$ cat config.mk
export PLATFORM = sky130hd
export DESIGN_NAME = ucd_decoder
export DESIGN_NICKNAME = d
export VERILOG_FILES = /design/src/ucd_pkg.sv /design/src/ucd_decoder.sv
export VERILOG_INCLUDE_DIRS = /design/src /design/src/src
export SDC_FILE = /design/constraint.sdc
export NUM_CORES = 1
export LEC_CHECK = 0
export BUFFER_PORTS_ARGS = -buffer_cell sky130_fd_sc_hd__buf_2
export CAP_MARGIN = 25
export CORE_ASPECT_RATIO = 0.9
export CORE_MARGIN = 4
export CORE_UTILIZATION = 30
export CTS_CLUSTER_SIZE = 20
export DETAILED_ROUTE_END_ITERATION = 8
export PLACE_DENSITY = 0.66
export SETUP_SLACK_MARGIN = 0.4
export SLEW_MARGIN = 10
export SYNTH_ARGS = -nofsm -noshare
export SYNTH_HDL_FRONTEND = slang
export SYNTH_SLANG_ARGS = --single-unit
$ cat constraint.sdc
create_clock -name clk -period 3.7 [get_ports clk]
set_input_delay 0.37 -clock clk [delete_from_list [all_inputs] [get_ports clk]]
set_output_delay 0.37 -clock clk [all_outputs]
set_load 0.05 [all_outputs]
$ cat src/ucd_regs.svh
// offsets, field positions, codes and timing counts for the channel command decoder
// assumes a 32-bit avalon-mm slave with byte addresses, one word per register
`ifndef UCD_REGS_SVH
`define UCD_REGS_SVH
`define UCD_OFS_CMD_A      4'h0
`define UCD_OFS_CMD_B      4'h4
`define UCD_OFS_STATUS     4'h8
`define UCD_OFS_EVENT      4'hC
`define UCD_CODE_MSB       7
`define UCD_CODE_LSB       4
`define UCD_BIT_TX_DIS     3
`define UCD_BIT_TX_EN      2
`define UCD_BIT_RX_DIS     1
`define UCD_BIT_RX_EN      0
`define UCD_CMD_START_BRK  4'h6
`define UCD_CMD_STOP_BRK   4'h7
`define UCD_CMD_RTS_ON     4'h8
`define UCD_CMD_RTS_OFF    4'h9
`define UCD_CMD_TMO_ON     4'hA
`define UCD_CMD_MRP_ZERO   4'hB
`define UCD_CMD_TMO_OFF    4'hC
`define UCD_CMD_UNUSED     4'hD
`define UCD_CMD_PD_ON      4'hE
`define UCD_CMD_PD_OFF     4'hF
`define UCD_MRP_ZERO_VAL   2'h0
`define UCD_BIT_DIV_DEF    16'd16
`endif

$ cat src/ucd_pkg.sv
// types shared by the channel command decoder
// no assumptions beyond the register header
package ucd_pkg;
  typedef enum logic [1:0] {
    UCD_BRK_IDLE,
    UCD_BRK_WAIT,
    UCD_BRK_SPACE,
    UCD_BRK_MARK
  } ucd_brk_t;
endpackage : ucd_pkg

$ cat src/ucd_decoder.sv
// miscellaneous command decoder for two serial channels, avalon-mm register slave
// assumes the transmitter core reports busy/queued state and a bit-time tick per channel
`timescale 1ns/10ps
`include "ucd_regs.svh"
module ucd_decoder
  import ucd_pkg::*;
#(
  parameter int NCH = 2
) (
  input  wire logic        clk,
  input  wire logic        rst,
  input  wire logic [3:0]  avs_address,
  input  wire logic        avs_read,
  input  wire logic        avs_write,
  input  wire logic [31:0] avs_writedata,
  output logic [31:0]      avs_readdata,
  output logic             avs_waitrequest,
  input  wire logic [1:0]  tx_busy,
  input  wire logic [1:0]  tx_queued,
  input  wire logic [1:0]  tx_data_in,
  input  wire logic [1:0]  bit_tick,
  input  wire logic [1:0]  rx_char_loaded,
  output logic [1:0]       serial_tx_out,
  output logic [1:0]       request_to_send_out_low,
  output logic [1:0]       tx_enabled,
  output logic [1:0]       rx_enabled,
  output logic [1:0]       tx_hold,
  output logic [1:0]       mode_register_pointer_clr,
  output logic             ct_restart,
  output logic             ct_stop,
  output logic             ct_counter_mode,
  output logic             ct_cmds_blocked,
  output logic             ct_ready_clr,
  output logic             osc_enable
);

  // one-cycle answer: waitrequest drops in the cycle after a request rises
  logic       ack_r;
  logic       wr_a;
  logic       wr_b;
  logic [3:0] code_a;
  logic [3:0] code_b;
  logic [1:0] wr_ch;
  logic [3:0] code_ch [2];
  logic       pd_r;
  logic       tmo_r;

  assign avs_waitrequest = (avs_read | avs_write) & ~ack_r;
  assign code_a = avs_writedata[`UCD_CODE_MSB:`UCD_CODE_LSB];
  assign code_b = avs_writedata[`UCD_CODE_MSB:`UCD_CODE_LSB];
  // a write lands at the edge where the master sees waitrequest low, never earlier
  logic acc_wr;
  assign acc_wr = avs_write & ack_r;
  assign wr_a = acc_wr & (avs_address == `UCD_OFS_CMD_A);
  assign wr_b = acc_wr & (avs_address == `UCD_OFS_CMD_B);
  // while powered down only code F is honoured on channel a, nothing on b
  assign wr_ch[0] = wr_a & (~pd_r | (code_a == `UCD_CMD_PD_OFF));
  assign wr_ch[1] = wr_b & ~pd_r;
  assign code_ch[0] = code_a;
  assign code_ch[1] = code_b;

  // bus handshake register; every request sees exactly one wait state
  // so a write acts only at the edge the master takes as the answer
  always_ff @(posedge clk) begin
    if (rst) begin
      ack_r <= 1'b0;
    end else begin
      ack_r <= (avs_read | avs_write) & ~ack_r;
    end
  end

  // power-down state; the oscillator gate is the clock-enable for the channels
  // exit is decoded from the raw strobe so it works while the channels are frozen
  always_ff @(posedge clk) begin
    if (rst) begin
      pd_r <= 1'b0;
    end else if (wr_a && code_a == `UCD_CMD_PD_ON && !pd_r) begin
      pd_r <= 1'b1;
    end else if (wr_a && code_a == `UCD_CMD_PD_OFF) begin
      pd_r <= 1'b0;
    end
  end
  assign osc_enable = ~pd_r;

  // time-out mode, shared counter/timer steering from channel a or b
  // time-out steering decoded per channel
  logic       tmo_on_any;
  logic       tmo_off_any;
  logic [1:0] tmo_on_ch;
  logic [1:0] tmo_off_ch;
  logic [1:0] tmo_ch_r;
  assign tmo_on_ch[0]  = wr_ch[0] && code_ch[0] == `UCD_CMD_TMO_ON;
  assign tmo_on_ch[1]  = wr_ch[1] && code_ch[1] == `UCD_CMD_TMO_ON;
  assign tmo_off_ch[0] = wr_ch[0] && code_ch[0] == `UCD_CMD_TMO_OFF;
  assign tmo_off_ch[1] = wr_ch[1] && code_ch[1] == `UCD_CMD_TMO_OFF;
  // one shared timer: entry from either channel wins over an exit in the same cycle
  assign tmo_on_any    = |tmo_on_ch;
  assign tmo_off_any   = |tmo_off_ch;

  always_ff @(posedge clk) begin
    if (rst) begin
      tmo_r    <= 1'b0;
      tmo_ch_r <= 2'h0;
    end else if (tmo_on_any) begin
      tmo_r    <= 1'b1;
      tmo_ch_r <= tmo_on_ch;
    end else if (tmo_off_any) begin
      tmo_r    <= 1'b0; // counter left running, nothing cleared
      tmo_ch_r <= 2'h0;
    end
  end

  // timer pulses; restart frozen in power-down since clocked functions halt
  // pulses are registered, so the timer sees them one cycle after the write edge
  always_ff @(posedge clk) begin
    if (rst) begin
      ct_restart   <= 1'b0;
      ct_stop      <= 1'b0;
      ct_ready_clr <= 1'b0;
    end else begin
      ct_restart   <= tmo_r & ~pd_r & |(rx_char_loaded & tmo_ch_r);
      ct_stop      <= tmo_on_any;
      ct_ready_clr <= tmo_on_any;
    end
  end
  assign ct_counter_mode = tmo_r;
  assign ct_cmds_blocked = tmo_r;

  logic [1:0] cmd_ack_rd;
  // per-channel logic
  genvar gi;
  generate
    for (gi = 0; gi < NCH; gi++) begin : g_ch
      logic       wr;
      logic [3:0] cd;
      logic [3:0] low;
      ucd_brk_t   brk_r;
      logic [1:0] tick_cnt_r;
      logic       tx_en_r;
      logic       rx_en_r;
      logic       rts_low_r;
      logic       mrp_r;
      logic       tick;
      logic       tx_en_nxt;
      logic       rx_en_nxt;
      logic       tx_line_nxt;
      logic       do_start_brk;
      logic       do_stop_brk;
      logic       do_rts_on;
      logic       do_rts_off;
      logic       do_mrp_zero;

      assign wr   = wr_ch[gi];
      assign cd   = code_ch[gi];
      assign low  = avs_writedata[3:0];
      assign tick = bit_tick[gi] & ~pd_r; // no bit time passes while stopped

      // one strobe per code, so the rts, pointer and break processes below read named events, not raw codes
      assign do_start_brk = wr && cd == `UCD_CMD_START_BRK;
      assign do_stop_brk  = wr && cd == `UCD_CMD_STOP_BRK;
      assign do_rts_on    = wr && cd == `UCD_CMD_RTS_ON;
      assign do_rts_off   = wr && cd == `UCD_CMD_RTS_OFF;
      assign do_mrp_zero  = wr && cd == `UCD_CMD_MRP_ZERO;

      // enable bits; disable wins if both are set, the safer reading of a conflicting word
      always_comb begin
        tx_en_nxt = tx_en_r;
        rx_en_nxt = rx_en_r;
        if (wr) begin
          if (low[`UCD_BIT_TX_DIS]) begin
            tx_en_nxt = 1'b0;
          end else if (low[`UCD_BIT_TX_EN]) begin
            tx_en_nxt = 1'b1;
          end
          if (low[`UCD_BIT_RX_DIS]) begin
            rx_en_nxt = 1'b0;
          end else if (low[`UCD_BIT_RX_EN]) begin
            rx_en_nxt = 1'b1;
          end
        end
      end

      // enable registers
      always_ff @(posedge clk) begin
        if (rst) begin
          tx_en_r <= 1'b0;
          rx_en_r <= 1'b0;
        end else begin
          tx_en_r <= tx_en_nxt;
          rx_en_r <= rx_en_nxt;
        end
      end

      // request-to-send, active low, deasserted after reset
      // a plain level: the far end must not be asked to send before software says so
      always_ff @(posedge clk) begin
        if (rst) begin
          rts_low_r <= 1'b1;
        end else if (do_rts_on) begin
          rts_low_r <= 1'b0;
        end else if (do_rts_off) begin
          rts_low_r <= 1'b1;
        end
      end

      // mode pointer reset pulse
      // a pulse only: the pointer itself lives with the mode registers outside
      always_ff @(posedge clk) begin
        if (rst) begin
          mrp_r <= 1'b0;
        end else begin
          mrp_r <= do_mrp_zero;
        end
      end

      // break sequencer: wait drains the transmitter, then space, then one marking bit
      always_ff @(posedge clk) begin
        if (rst) begin
          brk_r      <= UCD_BRK_IDLE;
          tick_cnt_r <= 2'h0;
        end else begin
          case (brk_r)
            UCD_BRK_IDLE: begin
              if (do_start_brk && tx_en_r) begin
                brk_r      <= UCD_BRK_WAIT;
                tick_cnt_r <= 2'h0;
              end
            end
            UCD_BRK_WAIT: begin
              if (do_stop_brk) begin
                brk_r <= UCD_BRK_IDLE;
              end else if (!tx_busy[gi] && !tx_queued[gi] && tick) begin
                brk_r <= UCD_BRK_SPACE; // starts at next bit tick, within two bits
              end
            end
            UCD_BRK_SPACE: begin
              if (do_stop_brk) begin
                brk_r      <= UCD_BRK_MARK; // marking at once, well inside two bits
                tick_cnt_r <= 2'h0;
              end
            end
            UCD_BRK_MARK: begin
              // two ticks guarantee a full bit of marking whatever the tick phase
              if (tick) begin
                tick_cnt_r <= tick_cnt_r + 2'h1;
                if (tick_cnt_r == 2'h1) begin
                  brk_r <= UCD_BRK_IDLE; // one full bit time marking
                end
              end
            end
            default: brk_r <= UCD_BRK_IDLE;
          endcase
        end
      end

      // line level chosen by the break state, otherwise the core's own bit
      always_comb begin
        tx_line_nxt = tx_data_in[gi];
        case (brk_r)
          UCD_BRK_SPACE: tx_line_nxt = 1'b0;
          UCD_BRK_MARK:  tx_line_nxt = 1'b1;
          default:       tx_line_nxt = tx_data_in[gi];
        endcase
      end

      // transmit output register; held through power-down so the line keeps its level
      always_ff @(posedge clk) begin
        if (rst) begin
          serial_tx_out[gi] <= 1'b1;
        end else if (!pd_r) begin
          serial_tx_out[gi] <= tx_line_nxt;
        end
      end

      assign request_to_send_out_low[gi]   = rts_low_r;
      assign tx_enabled[gi]                = tx_en_r;
      assign rx_enabled[gi]                = rx_en_r;
      // transmitter core must not load a new character while the break runs
      assign tx_hold[gi]                   = (brk_r == UCD_BRK_SPACE) || (brk_r == UCD_BRK_MARK);
      assign mode_register_pointer_clr[gi] = mrp_r;
      assign cmd_ack_rd[gi]                = (brk_r != UCD_BRK_IDLE);
    end
  endgenerate

  // status word, assembled field by field so the layout is easy to audit
  logic [31:0] status_word;
  logic [31:0] brk_word;
  always_comb begin
    status_word        = 32'h0;
    status_word[1:0]   = request_to_send_out_low;
    status_word[3:2]   = tx_enabled;
    status_word[5:4]   = rx_enabled;
    status_word[6]     = pd_r;
    status_word[7]     = tmo_r;
    status_word[9:8]   = tmo_ch_r;
    status_word[11:10] = cmd_ack_rd;
  end

  // break state of both channels, a debug view only
  always_comb begin
    brk_word      = 32'h0;
    brk_word[1:0] = g_ch[0].brk_r;
    brk_word[3:2] = g_ch[1].brk_r;
  end

  // read data; code D writes act only through the enable bits, unmapped writes have no side effect, reads return zero
  // reads are registered in the first cycle and stand at the answering edge
  always_ff @(posedge clk) begin
    if (rst) begin
      avs_readdata <= 32'h0;
    end else if (avs_read && !ack_r) begin
      case (avs_address)
        `UCD_OFS_STATUS: avs_readdata <= status_word;
        `UCD_OFS_EVENT:  avs_readdata <= brk_word;
        default:         avs_readdata <= 32'h0;
      endcase
    end
  end

endmodule : ucd_decoder

Word-level counts from Yosys, hierarchy flattened. Index checks and enable logic that the tools add are counted.

Bits in registers: 57. Logic and storage cells: 163.

Add/sub/neg operators: 2. Equality and inequality tests: 30. Multiplexer cells: 39. Bitwise operators: 15. Reduce and logical (&&, ||, !) cells: 56.

Operators by type and width (count): 2-bit 2-to-1 mux (20); 4-bit == test, second input constant (9); 1-bit logical AND (24); 12-bit case mux with 2 select lines (1); 2-bit != test, second input constant (8); 2-bit case mux with 4 select lines (2); 2-bit nonzero test (8); 4-bit by 3-bit == test with 1-bit output, second input constant (3); 1-bit 2-to-1 mux (12); 2-bit case mux with 3 select lines (2); 1-bit bitwise AND (10); 5-bit AND reduction (2); 2-bit by 1-bit == test with 1-bit output, second input constant (4); 2-bit == test, second input constant (4); 2-bit AND reduction (4); 4-bit AND reduction (2); 1-bit logical NOT (6); 3-bit != test, second input constant (2); 3-bit nonzero test (2); 2-bit OR reduction (3); 2-bit by 1-bit adder with 2-bit output, second input constant (2); 2-bit logical NOT (2); 4-bit logical NOT (1); 1-bit case mux with 2 select lines (2); other kinds (4) (7).

Logic depth before layout (Yosys ltp). Gate-level depths: netlist of the first run.

Depth in word-level cells: 7. Mapped depth: 6. Mapped depth without buffers: 5.

Least setup slack after synthesis of the first run. Ideal clock, no wire load.

Path type: register to register. From: reg pd_r. To: reg g_ch[0].brk_r[0]. Library setup time: 70 ps. Arrival time: 1704 ps. Required time: 3630 ps. Path slack: 1926 ps. Stages on the path, launching flop included: 6. Path buffers: 1. Clock period less this slack: 1774 ps. Path through: dfxtp_1 > buf_2 > clkinv_1 > and3_1 > a211o_1 > o21bai_1.

Longest elaborated chain between the ends: 7. Elaborated cells on any way between the ends: 15.

RTL lines: from (decl) (line ucd_decoder.sv:45) `logic pd_r;`; from (signal assigned) (line ucd_decoder.sv:76) `pd_r <= 1'b0;`; from (signal assigned) (line ucd_decoder.sv:78) `pd_r <= 1'b1;`; from (signal assigned) (line ucd_decoder.sv:80) `pd_r <= 1'b0;`; 1-bit NOT (*); via osc_enable (line ucd_decoder.sv:34) `output logic osc_enable`; 1-bit OR (line ucd_decoder.sv:57) `` assign wr_ch[0] = wr_a & (~pd_r | (code_a == `UCD_CMD_PD_OFF)); ``; 1-bit bitwise AND (line ucd_decoder.sv:57); 1-bit logical AND (no line); 1-bit logical AND (line ucd_decoder.sv:224) `if (do_start_brk && tx_en_r) begin`; 2-bit != test (no line); 5-bit AND reduction (no line); to (signal assigned) (line ucd_decoder.sv:225) `brk_r <= UCD_BRK_WAIT;`; to (signal assigned) (line ucd_decoder.sv:231) `brk_r <= UCD_BRK_IDLE;`; to (signal assigned) (line ucd_decoder.sv:233) `brk_r <= UCD_BRK_SPACE;`; to (decl) (line ucd_decoder.sv:137) `ucd_brk_t brk_r;`.

The timed path passes the listed nets; every way through them passes the cells marked *. A chain may end at the register's enable or synchronous reset.

Final worst setup path of the first run.
From: reg pd_r. To: out osc_enable.

Longest elaborated chain between the ends: 1.

RTL lines: 1-bit NOT (line ucd_decoder.sv:83) `assign osc_enable = ~pd_r;`; to (decl) (line ucd_decoder.sv:34).

Every way passes these cells.

==> out/results.tsv, run 1 <==
stage	metric	value	unit
critical_path	crit_required	3.33	ns
power	power	874	µW
yosys	synth-main-ff-cell	dfxtp_1	
critical_path	crit_path_end	osc_enable	
yosys	synth.distinct_cells	56	
routing	ant_nets	0	
yosys	netlist.area_leader.share	36.4	%
floorplan	fp.dieW	94.9	µm
hold_path	hp-class	in2reg	
final_layout	design_area	0.00231	mm²
routing	route.met3.wl	459	µm
final_layout	area_growth	13.3	%
final_layout	nNetsFinal	325	
clock_tree	post_cts_buffers	0	
sta	layout_worst_path_cycle_share	55.1	%
floorplan	ios	101	
global_route	groute.usage.overall	12.3	%
routing	drt-met1-wl	2.14	mm
run	max_cap_viol_count	0	
routing	num_vias	1769	
critical_path	path_cells	clkinv_1 > buf_2	
critical_path	cp_num_cells	2	
place	place.gp.congestion	0.730	
sta	drv_slew	0	
global_route	antenna_found_initial	0	
critical_path	r2r-end	g_ch[1].rts_low_r	
floorplan	core	0.00659	mm²
yosys	synth_area	0.00204	mm²
critical_path	critPathArrivalTime	1.67	ns
routing	drt_iter0_markers	127	
power	leakage	0.947	nW
clock_tree	clk_pin_slew	0.08	ns
routing	met2WireLength	2.32	mm
place	place_ws	1.77	ns
critical_path	crit_buf_inv	2	
global_route	grt_pass1_wl	8.02	mm
clock_tree	h-tree-depth	2	
clock_tree	clockRootBuffer	clkbuf_8	
yosys	synthArstFlopShare	0	%
final_layout	n_antenna_cell	0	
clock_tree	cts_resized	0	
critical_path	cpPeakStageDelay	0.65	ns
sta	finalClockSkew	0.0133	ns
place	dp_hpwl	3.82	mm
clock_tree	cts_hold_buf	0	
critical_path	path_class	reg2out	
routing	drt-total-wl	4.96	mm
routing	avgRoutedWirePerCell	13.6	µm
routing	top_layer	met4	
yosys	synth_area_per_cell	8.56	µm²
critical_path	critPathLaunch	pd_r	
floorplan	dieHeight	86.2	µm
outcome	status	finished, final reports clean	
critical_path	path_max_fanout	12	
final_layout	fill_cells	688	
sta	slew_headroom	48.3	%
clock_tree	insertion_delay	0.29	ns
power	p_per_area	378	mW/mm²
clock_tree	cts.sinks	37	
clock_tree	cts_tree	yes	
sta	rsz0062_at_grt	false	
routing	firstDrtPassIters	4	
critical_path	cp-end-kind	output pin	
critical_path	worst_r2r_path_depth	4	
yosys	synth_top_cell_by_area	dfxtp_1	
yosys	synth_cells	238	
sta	setup_viol	0	
global_route	grt.overflow.total	0	
routing	vias_per_cell	4.86	
routing	drc	0	
yosys	ys_top_cells_by_area	dfxtp_1 36%, buf_4 11%, a21oi_1 4.9%	
floorplan	start_util	30.9	%
sta	tightest_slew	0.774	ns
global_route	grt_pass1_vias	1622	
final_layout	drive_above_1_share	28.8	%
critical_path	cpMaxStageDelayCell	dfxtp_1	
place	placed_cell_area	0.00220	mm²
clock_tree	numCtsBuffers	5	
global_route	grt_max_degree	36	
sta	final.setup.tns	0	ns
sta	layout_setup_ws	1.66	ns
yosys	synth_edf_count	0	
sta	hold_viol	0	
sta	fin_crit	2.04	ns
place	port_buffers	56	
critical_path	cp_top_family	buffers and inverters	
critical_path	r2r_start	pd_r	
sta	max_freq	0.491	GHz
power	ir_drop	0.154	mV
floorplan	die_area	0.00817	mm²
critical_path	crit_path_start_kind	flip-flop	
yosys	synth_seq_area_share	36.4	%
yosys	yosysWarnings	0	
yosys	ys_seq_elements	37	
critical_path	reg2reg_slack	1.83	ns
clock_tree	clockBufferDepth	2	
floorplan	std_cell_rows	28	
power by group:
group	switching (mW)	internal, mW	total, mW
clock network	0.153	0.202	0.355
registers	0.00230	0.400	0.403
logic	0.0917	0.0238	0.116
per-stage QoR:
| step | utilization [%] | instances | hold slack (ns) |
|---|---|---|---|
| floorplan | - | 257 | 0.446 |
| global placement | 33.3 | 356 | 0.440 |
| detailed placement | 33.3 | 356 | 0.446 |
| CTS | 35.0 | 364 | 0.256 |
| global route | 35.0 | 364 | 0.267 |
| finish | 35.0 | 364 | 0.267 |
cell usage after synthesis (2+ instances only):
master / count
dfxtp_1: 37
buf_4: 31
a21oi_1: 20
nand2_1: 19
nand3_1: 16
clkbuf_1: 10
nor2_1: 9
nor3b_1: 7
a211oi_1: 5
inv_1: 5
nor3_1: 5
a31oi_1: 4
buf_2: 4
mux2_2: 4
nand4_1: 4
nor4b_1: 4
o21ai_0: 4
and3_1: 3
a311o_1: 2
and2_1: 2
and3_2: 2
and4bb_2: 2
ha_1: 2
mux2i_1: 2
nor2b_1: 2
o211ai_1: 2
or3_1: 2
cell families after synthesis:
group,share of synthesized area (%)
AO/OA/AOI/OAI,17.2
XOR/XNOR,0.430
adder cells (fa/ha/maj),1.23
buffers and inverters,16.1
flip-flops,36.4
multiplexers,3.19
other,0.184
AND/OR/NAND/NOR,25.3
routing by layer:
layer,global-route usage [%],vias up
met5,0,-
met4,2.75,0
met3,4.34,5
met2,19.6,64
met1,16.1,823
li1,-,877
placed cells by master, fill, tap and decap left out, types with 3 or more instances in the layout:
cell / synthesis / layout
dfxtp_1: 37 / 37
conb_1: 1 / 20
and3_1: 3 / 3
nor3b_1: 7 / 7
a21oi_1: 20 / 20
buf_2: 4 / 56
nand4_1: 4 / 4
nor3_1: 5 / 5
clkbuf_8: 0 / 5
inv_1: 5 / 5
a211oi_1: 5 / 5
nand3_1: 16 / 16
nand2_1: 19 / 19
a31oi_1: 4 / 4
o21ai_0: 4 / 4
nor4b_1: 4 / 4
nor2_1: 9 / 9
mux2_2: 4 / 4
how the worst min path moves through the flow:
stage	start	endpoint	slack, ns	cells after the start
6_report	avs_writedata[1]	g_ch[1].rx_en_r	0.27	2
5_1_grt	avs_writedata[1]	g_ch[1].rx_en_r	0.27	2
4_1_cts	avs_writedata[1]	g_ch[1].rx_en_r	0.26	2
3_5_place_dp	avs_readdata[7]	avs_readdata[7]	0.45	2
3_3_place_gp	avs_readdata[4]	avs_readdata[4]	0.44	2
2_1_floorplan	g_ch[0].tick_cnt_r[1]	g_ch[0].tick_cnt_r[1]	0.45	2
sequential cells by signal (all words and copies together), names as in the netlist, 2 cells and up, named ones only:
| signal | flops |
|---|---|
| avs_readdata | 12 |
| g_ch.brk_r | 2 |
| g_ch.mrp_r | 2 |
| g_ch.rts_low_r | 2 |
| g_ch.rx_en_r | 2 |
| g_ch.tick_cnt_r | 4 |
| g_ch.tx_en_r | 2 |
| serial_tx_out | 2 |
| tmo_ch_r | 2 |
final cells by class:
cell class / instances / area, µm² / share of cell area (%)
inverter: 6 / 22.5 / 0.976
sequential: 37 / 741 / 32.1
clock buffer: 5 / 68.8 / 2.98
clock inverter: 3 / 43.8 / 1.90
timing repair buffer: 56 / 280 / 12.1
multi-input combinational: 167 / 1040 / 45.0
tap: 90 / 113 / 4.88
Note: power is estimated with default switching activity, not from simulation.
==> inputs of run 2 (changes only) <==
- ABC_AREA: default -> 1
- clock period: 3.7 -> 2 ns (I/O delays scaled with it)
==> out/results.tsv, run 2 <==
stage	metric	value	unit	change
yosys	synth_top_family_by_area	simple AND/OR/NAND/NOR gates		
global_route	antenna_found_initial	0		unchanged
sta	hold_viol	0		unchanged
power	pwr-share-clk	35.3	%	-5.4 points
yosys	synth_top_cell_by_area	dfxtp_1		
place	dp_hpwl	3.88	mm	+1.7%
hold_path	hp-class	in2reg		
yosys	synth.distinct_cells	40		-29%
power	pwr-share-seq	46.4	%	+0.3 points
power	p_sw_share	31.7	%	+3.3 points
clock_tree	cts_tree	yes		
yosys	synthArstFlopShare	0	%	unchanged
yosys	synth_cells	283		+19%
clock_tree	numCtsBuffers	5		unchanged
yosys	synth_compound_area_share	17.4	%	+0.17 points
power	net-switching-power	523	µW	+110%
clock_tree	clk_pin_slew	0.08	ns	about the same
final_layout	area_growth	17.8	%	
global_route	grt_pass1_vias	1651		+1.8%
power	p_per_area	681	mW/mm²	+80%
sta	layout_worst_path_cycle_share	73.8	%	
yosys	synth_area	0.00206	mm²	+1.2%
routing	drt-total-wl	4.96	mm	-0.16%
critical_path	reg2reg_slack	0.52	ns	-1.31 ns
yosys	synth-main-ff-cell	dfxtp_1		
floorplan	dieHeight	86.6	µm	+0.53%
yosys	ys_top_cells_by_area	dfxtp_1 36%, buf_4 11%, nand2_1 7.3%		
power	p_int	1.13	mW	+80%
final_layout	final_common_cell	buf_2		
global_route	grt_pass1_wl	7.80	mm	-2.8%
floorplan	core	0.00662	mm²	+0.53%
yosys	synthSimpleGateAreaFrac	26.0	%	+0.74 points
yosys	ys_seq_elements	37		unchanged
global_route	grt_max_degree	25		-31%
final_layout	n_antenna_cell	0		unchanged
routing	drt_iter0_markers	79		-38%
yosys	yosysWarnings	0		unchanged
place	dp.cells	412		+16%
power	pwr-share-comb	18.3	%	+5.1 points
global_route	groute.usage.overall	12.3	%	-0.061 points
hold_path	min_from	avs_writedata[1]		
critical_path	critPathLaunch	ack_r		
run	max_cap_viol_count	0		unchanged
global_route	grt.overflow.total	0		unchanged
routing	ant_nets	0		unchanged
floorplan	start_util	31.1	%	+0.20 points
final_layout	nNetsFinal	383		+18%
critical_path	crit_path_start_kind	flip-flop		
place	place.gp.congestion	0.817		+12%
yosys	synth-adder-area-share	1.21	%	-0.014 points
floorplan	std_cell_rows	28		unchanged
final_layout	final_cell_mix	56 x buf_2, 40 x nand2_1, 35 x dfxtp_1		
routing	num_vias	1840		+4.0%
clock_tree	insertion_delay	0.29	ns	about the same
final_layout	drive_above_1_share	28.6	%	-0.22 points
yosys	synth_area_per_cell	7.28	µm²	-15%
critical_path	crit_required	2.18	ns	-1.15 ns
critical_path	cp-end-kind	flip-flop		
final_layout	final_cells	422		+16%
routing	avgRoutedWirePerCell	11.7	µm	-14%
routing	drc	0		unchanged
sta	max_freq	0.678	GHz	
routing	firstDrtPassIters	4		unchanged
sta	drv_slew	0		unchanged
critical_path	worst_r2r_path_depth	11		+7
clock_tree	h-tree-depth	2		unchanged
place	port_buffers	56		unchanged
outcome	status	finished, final reports clean		
yosys	synth_edf_count	0		unchanged
yosys	netlist.area_leader.share	35.9	%	-0.42 points
clock_tree	cts.sinks	37		unchanged
power	leakage	1.09	nW	+15%
sta	setup_viol	0		unchanged
floorplan	fp.dieW	95.4	µm	+0.54%
hold_path	holdPathEnd	g_ch[0].rx_en_r		
yosys	synth_common_cells	40 x nand2_1, 37 x dfxtp_1, 32 x nor2_1, 30 x buf_4, 30 x inv_1		
sta	finalClockSkew	0.00958	ns	-0.00368 ns
critical_path	critPathArrivalTime	1.65	ns	-0.02 ns
yosys	synth_xor_area_share	0	%	-0.43 points
critical_path	path_max_fanout	4		-8
routing	vias_per_cell	4.36		-10%
final_layout	regMostFlops	avs_readdata		
sta	rsz0062_at_grt	false		
floorplan	die_area	0.00826	mm²	+1.1%
critical_path	path_class	reg2reg		
final_layout	reg.largest.list	avs_readdata: 12 flops, g_ch.tick_cnt_r: 4 flops		
clock_tree	cts_hold_buf	0		unchanged
yosys	synthMuxAreaShare	0	%	-3.2 points
final_layout	largest_reg_flops	12		unchanged
yosys	synth_seq_area_share	35.9	%	-0.42 points
clock_tree	clockRootBuffer	clkbuf_8		
sta	final.setup.tns	0	ns	unchanged
floorplan	ios	101		unchanged
hold_path	whs_path_depth	2		unchanged
yosys	yosysMostFrequentCell	nand2_1		
critical_path	r2r_start	ack_r		
sta	fin_crit	1.48	ns	
power	ir_drop	0.214	mV	+39%
clock_tree	clockBufferDepth	2		unchanged
## run 2: per-layer routing
layer | global-route usage, % | up-vias | routed length [µm]
li1 | - | 974 | -
met1 | 16.2 | 806 | 2300
met2 | 19.3 | 53 | 2250
met3 | 3.39 | 7 | 357
met4 | 3.93 | 0 | 54
met5 | 0 | - | 0
## run 2: worst max-delay path by stage
stage                            end  slack (ns)  cells past startpoint
5_1_grt        g_ch[0].tick_cnt_r[1]        0.40                      8
2_1_floorplan              flip-flop        0.52                     10
3_3_place_gp   g_ch[1].tick_cnt_r[1]        0.39                      9
6_report                   flip-flop        0.52                     11
3_5_place_dp   g_ch[1].tick_cnt_r[1]        0.36                      9
4_1_cts        g_ch[1].tick_cnt_r[1]        0.42                      9
## run 2: power groups by stage
| stage | sequential [mW] | clock [mW] | combinational, mW |
|---|---|---|---|
| 4_1_cts | 0.768 | 0.595 | 0.303 |
| 6_report | 0.766 | 0.584 | 0.303 |
| 5_1_grt | 0.768 | 0.627 | 0.326 |
| 2_1_floorplan | 0.849 | 0 | 0.191 |
| 3_3_place_gp | 0.784 | 0 | 0.299 |
| 3_5_place_dp | 0.785 | 0 | 0.302 |
## run 2: metrics by stage
stage | hold slack, ns | util, % | instance area [µm²] | setup slack (ns) | total power [mW]
final | 0.132 | 36.7 | 2430 | 0.524 | 1.65
after global placement | 0.419 | 34.6 | 2290 | 0.385 | 1.08
after CTS | 0.127 | 36.1 | 2390 | 0.423 | 1.67
after detailed placement | 0.430 | 34.6 | 2290 | 0.363 | 1.09
after global routing | 0.143 | 36.7 | 2430 | 0.396 | 1.72
after floorplan | 0.316 | - | 2130 | 0.522 | 1.04
## run 2: cells by family after synthesis
family,after synthesis
other cells,1
simple gates,109
flops,37
buf+inv,74
fa+ha+maj,2
compound gates,60
## run 2: repair_timing
action,CTS,global route
setup buffers,0,2
resized for setup,1,8
endpoints found under the hold margin,0,0
endpoints found under the setup margin,2,9
pin swaps,0,1
## run 2: layout make-up
cell class | count | area, µm²
Inverter | 34 | 133
Timing Repair Buffer | 62 | 325
Clock inverter | 1 | 5.00
Multi-Input combinational cell | 191 | 1010
Sequential cell | 37 | 746
Fill cell | 731 | 4190
Tap cell | 90 | 113
Clock buffer | 7 | 96.3
## run 2: worst max-delay path, cell delays in order (launching register included)
cell and delay (ns):
dfxtp_2 0.35, nand2_1 0.05, inv_1 0.05, nand2_2 0.10, nor2_4 0.14, nand3_1 0.12
nand2_1 0.11, nand2_2 0.08, nor2_4 0.12, nand3_1 0.09, nand2_1 0.08, a21oi_1 0.06
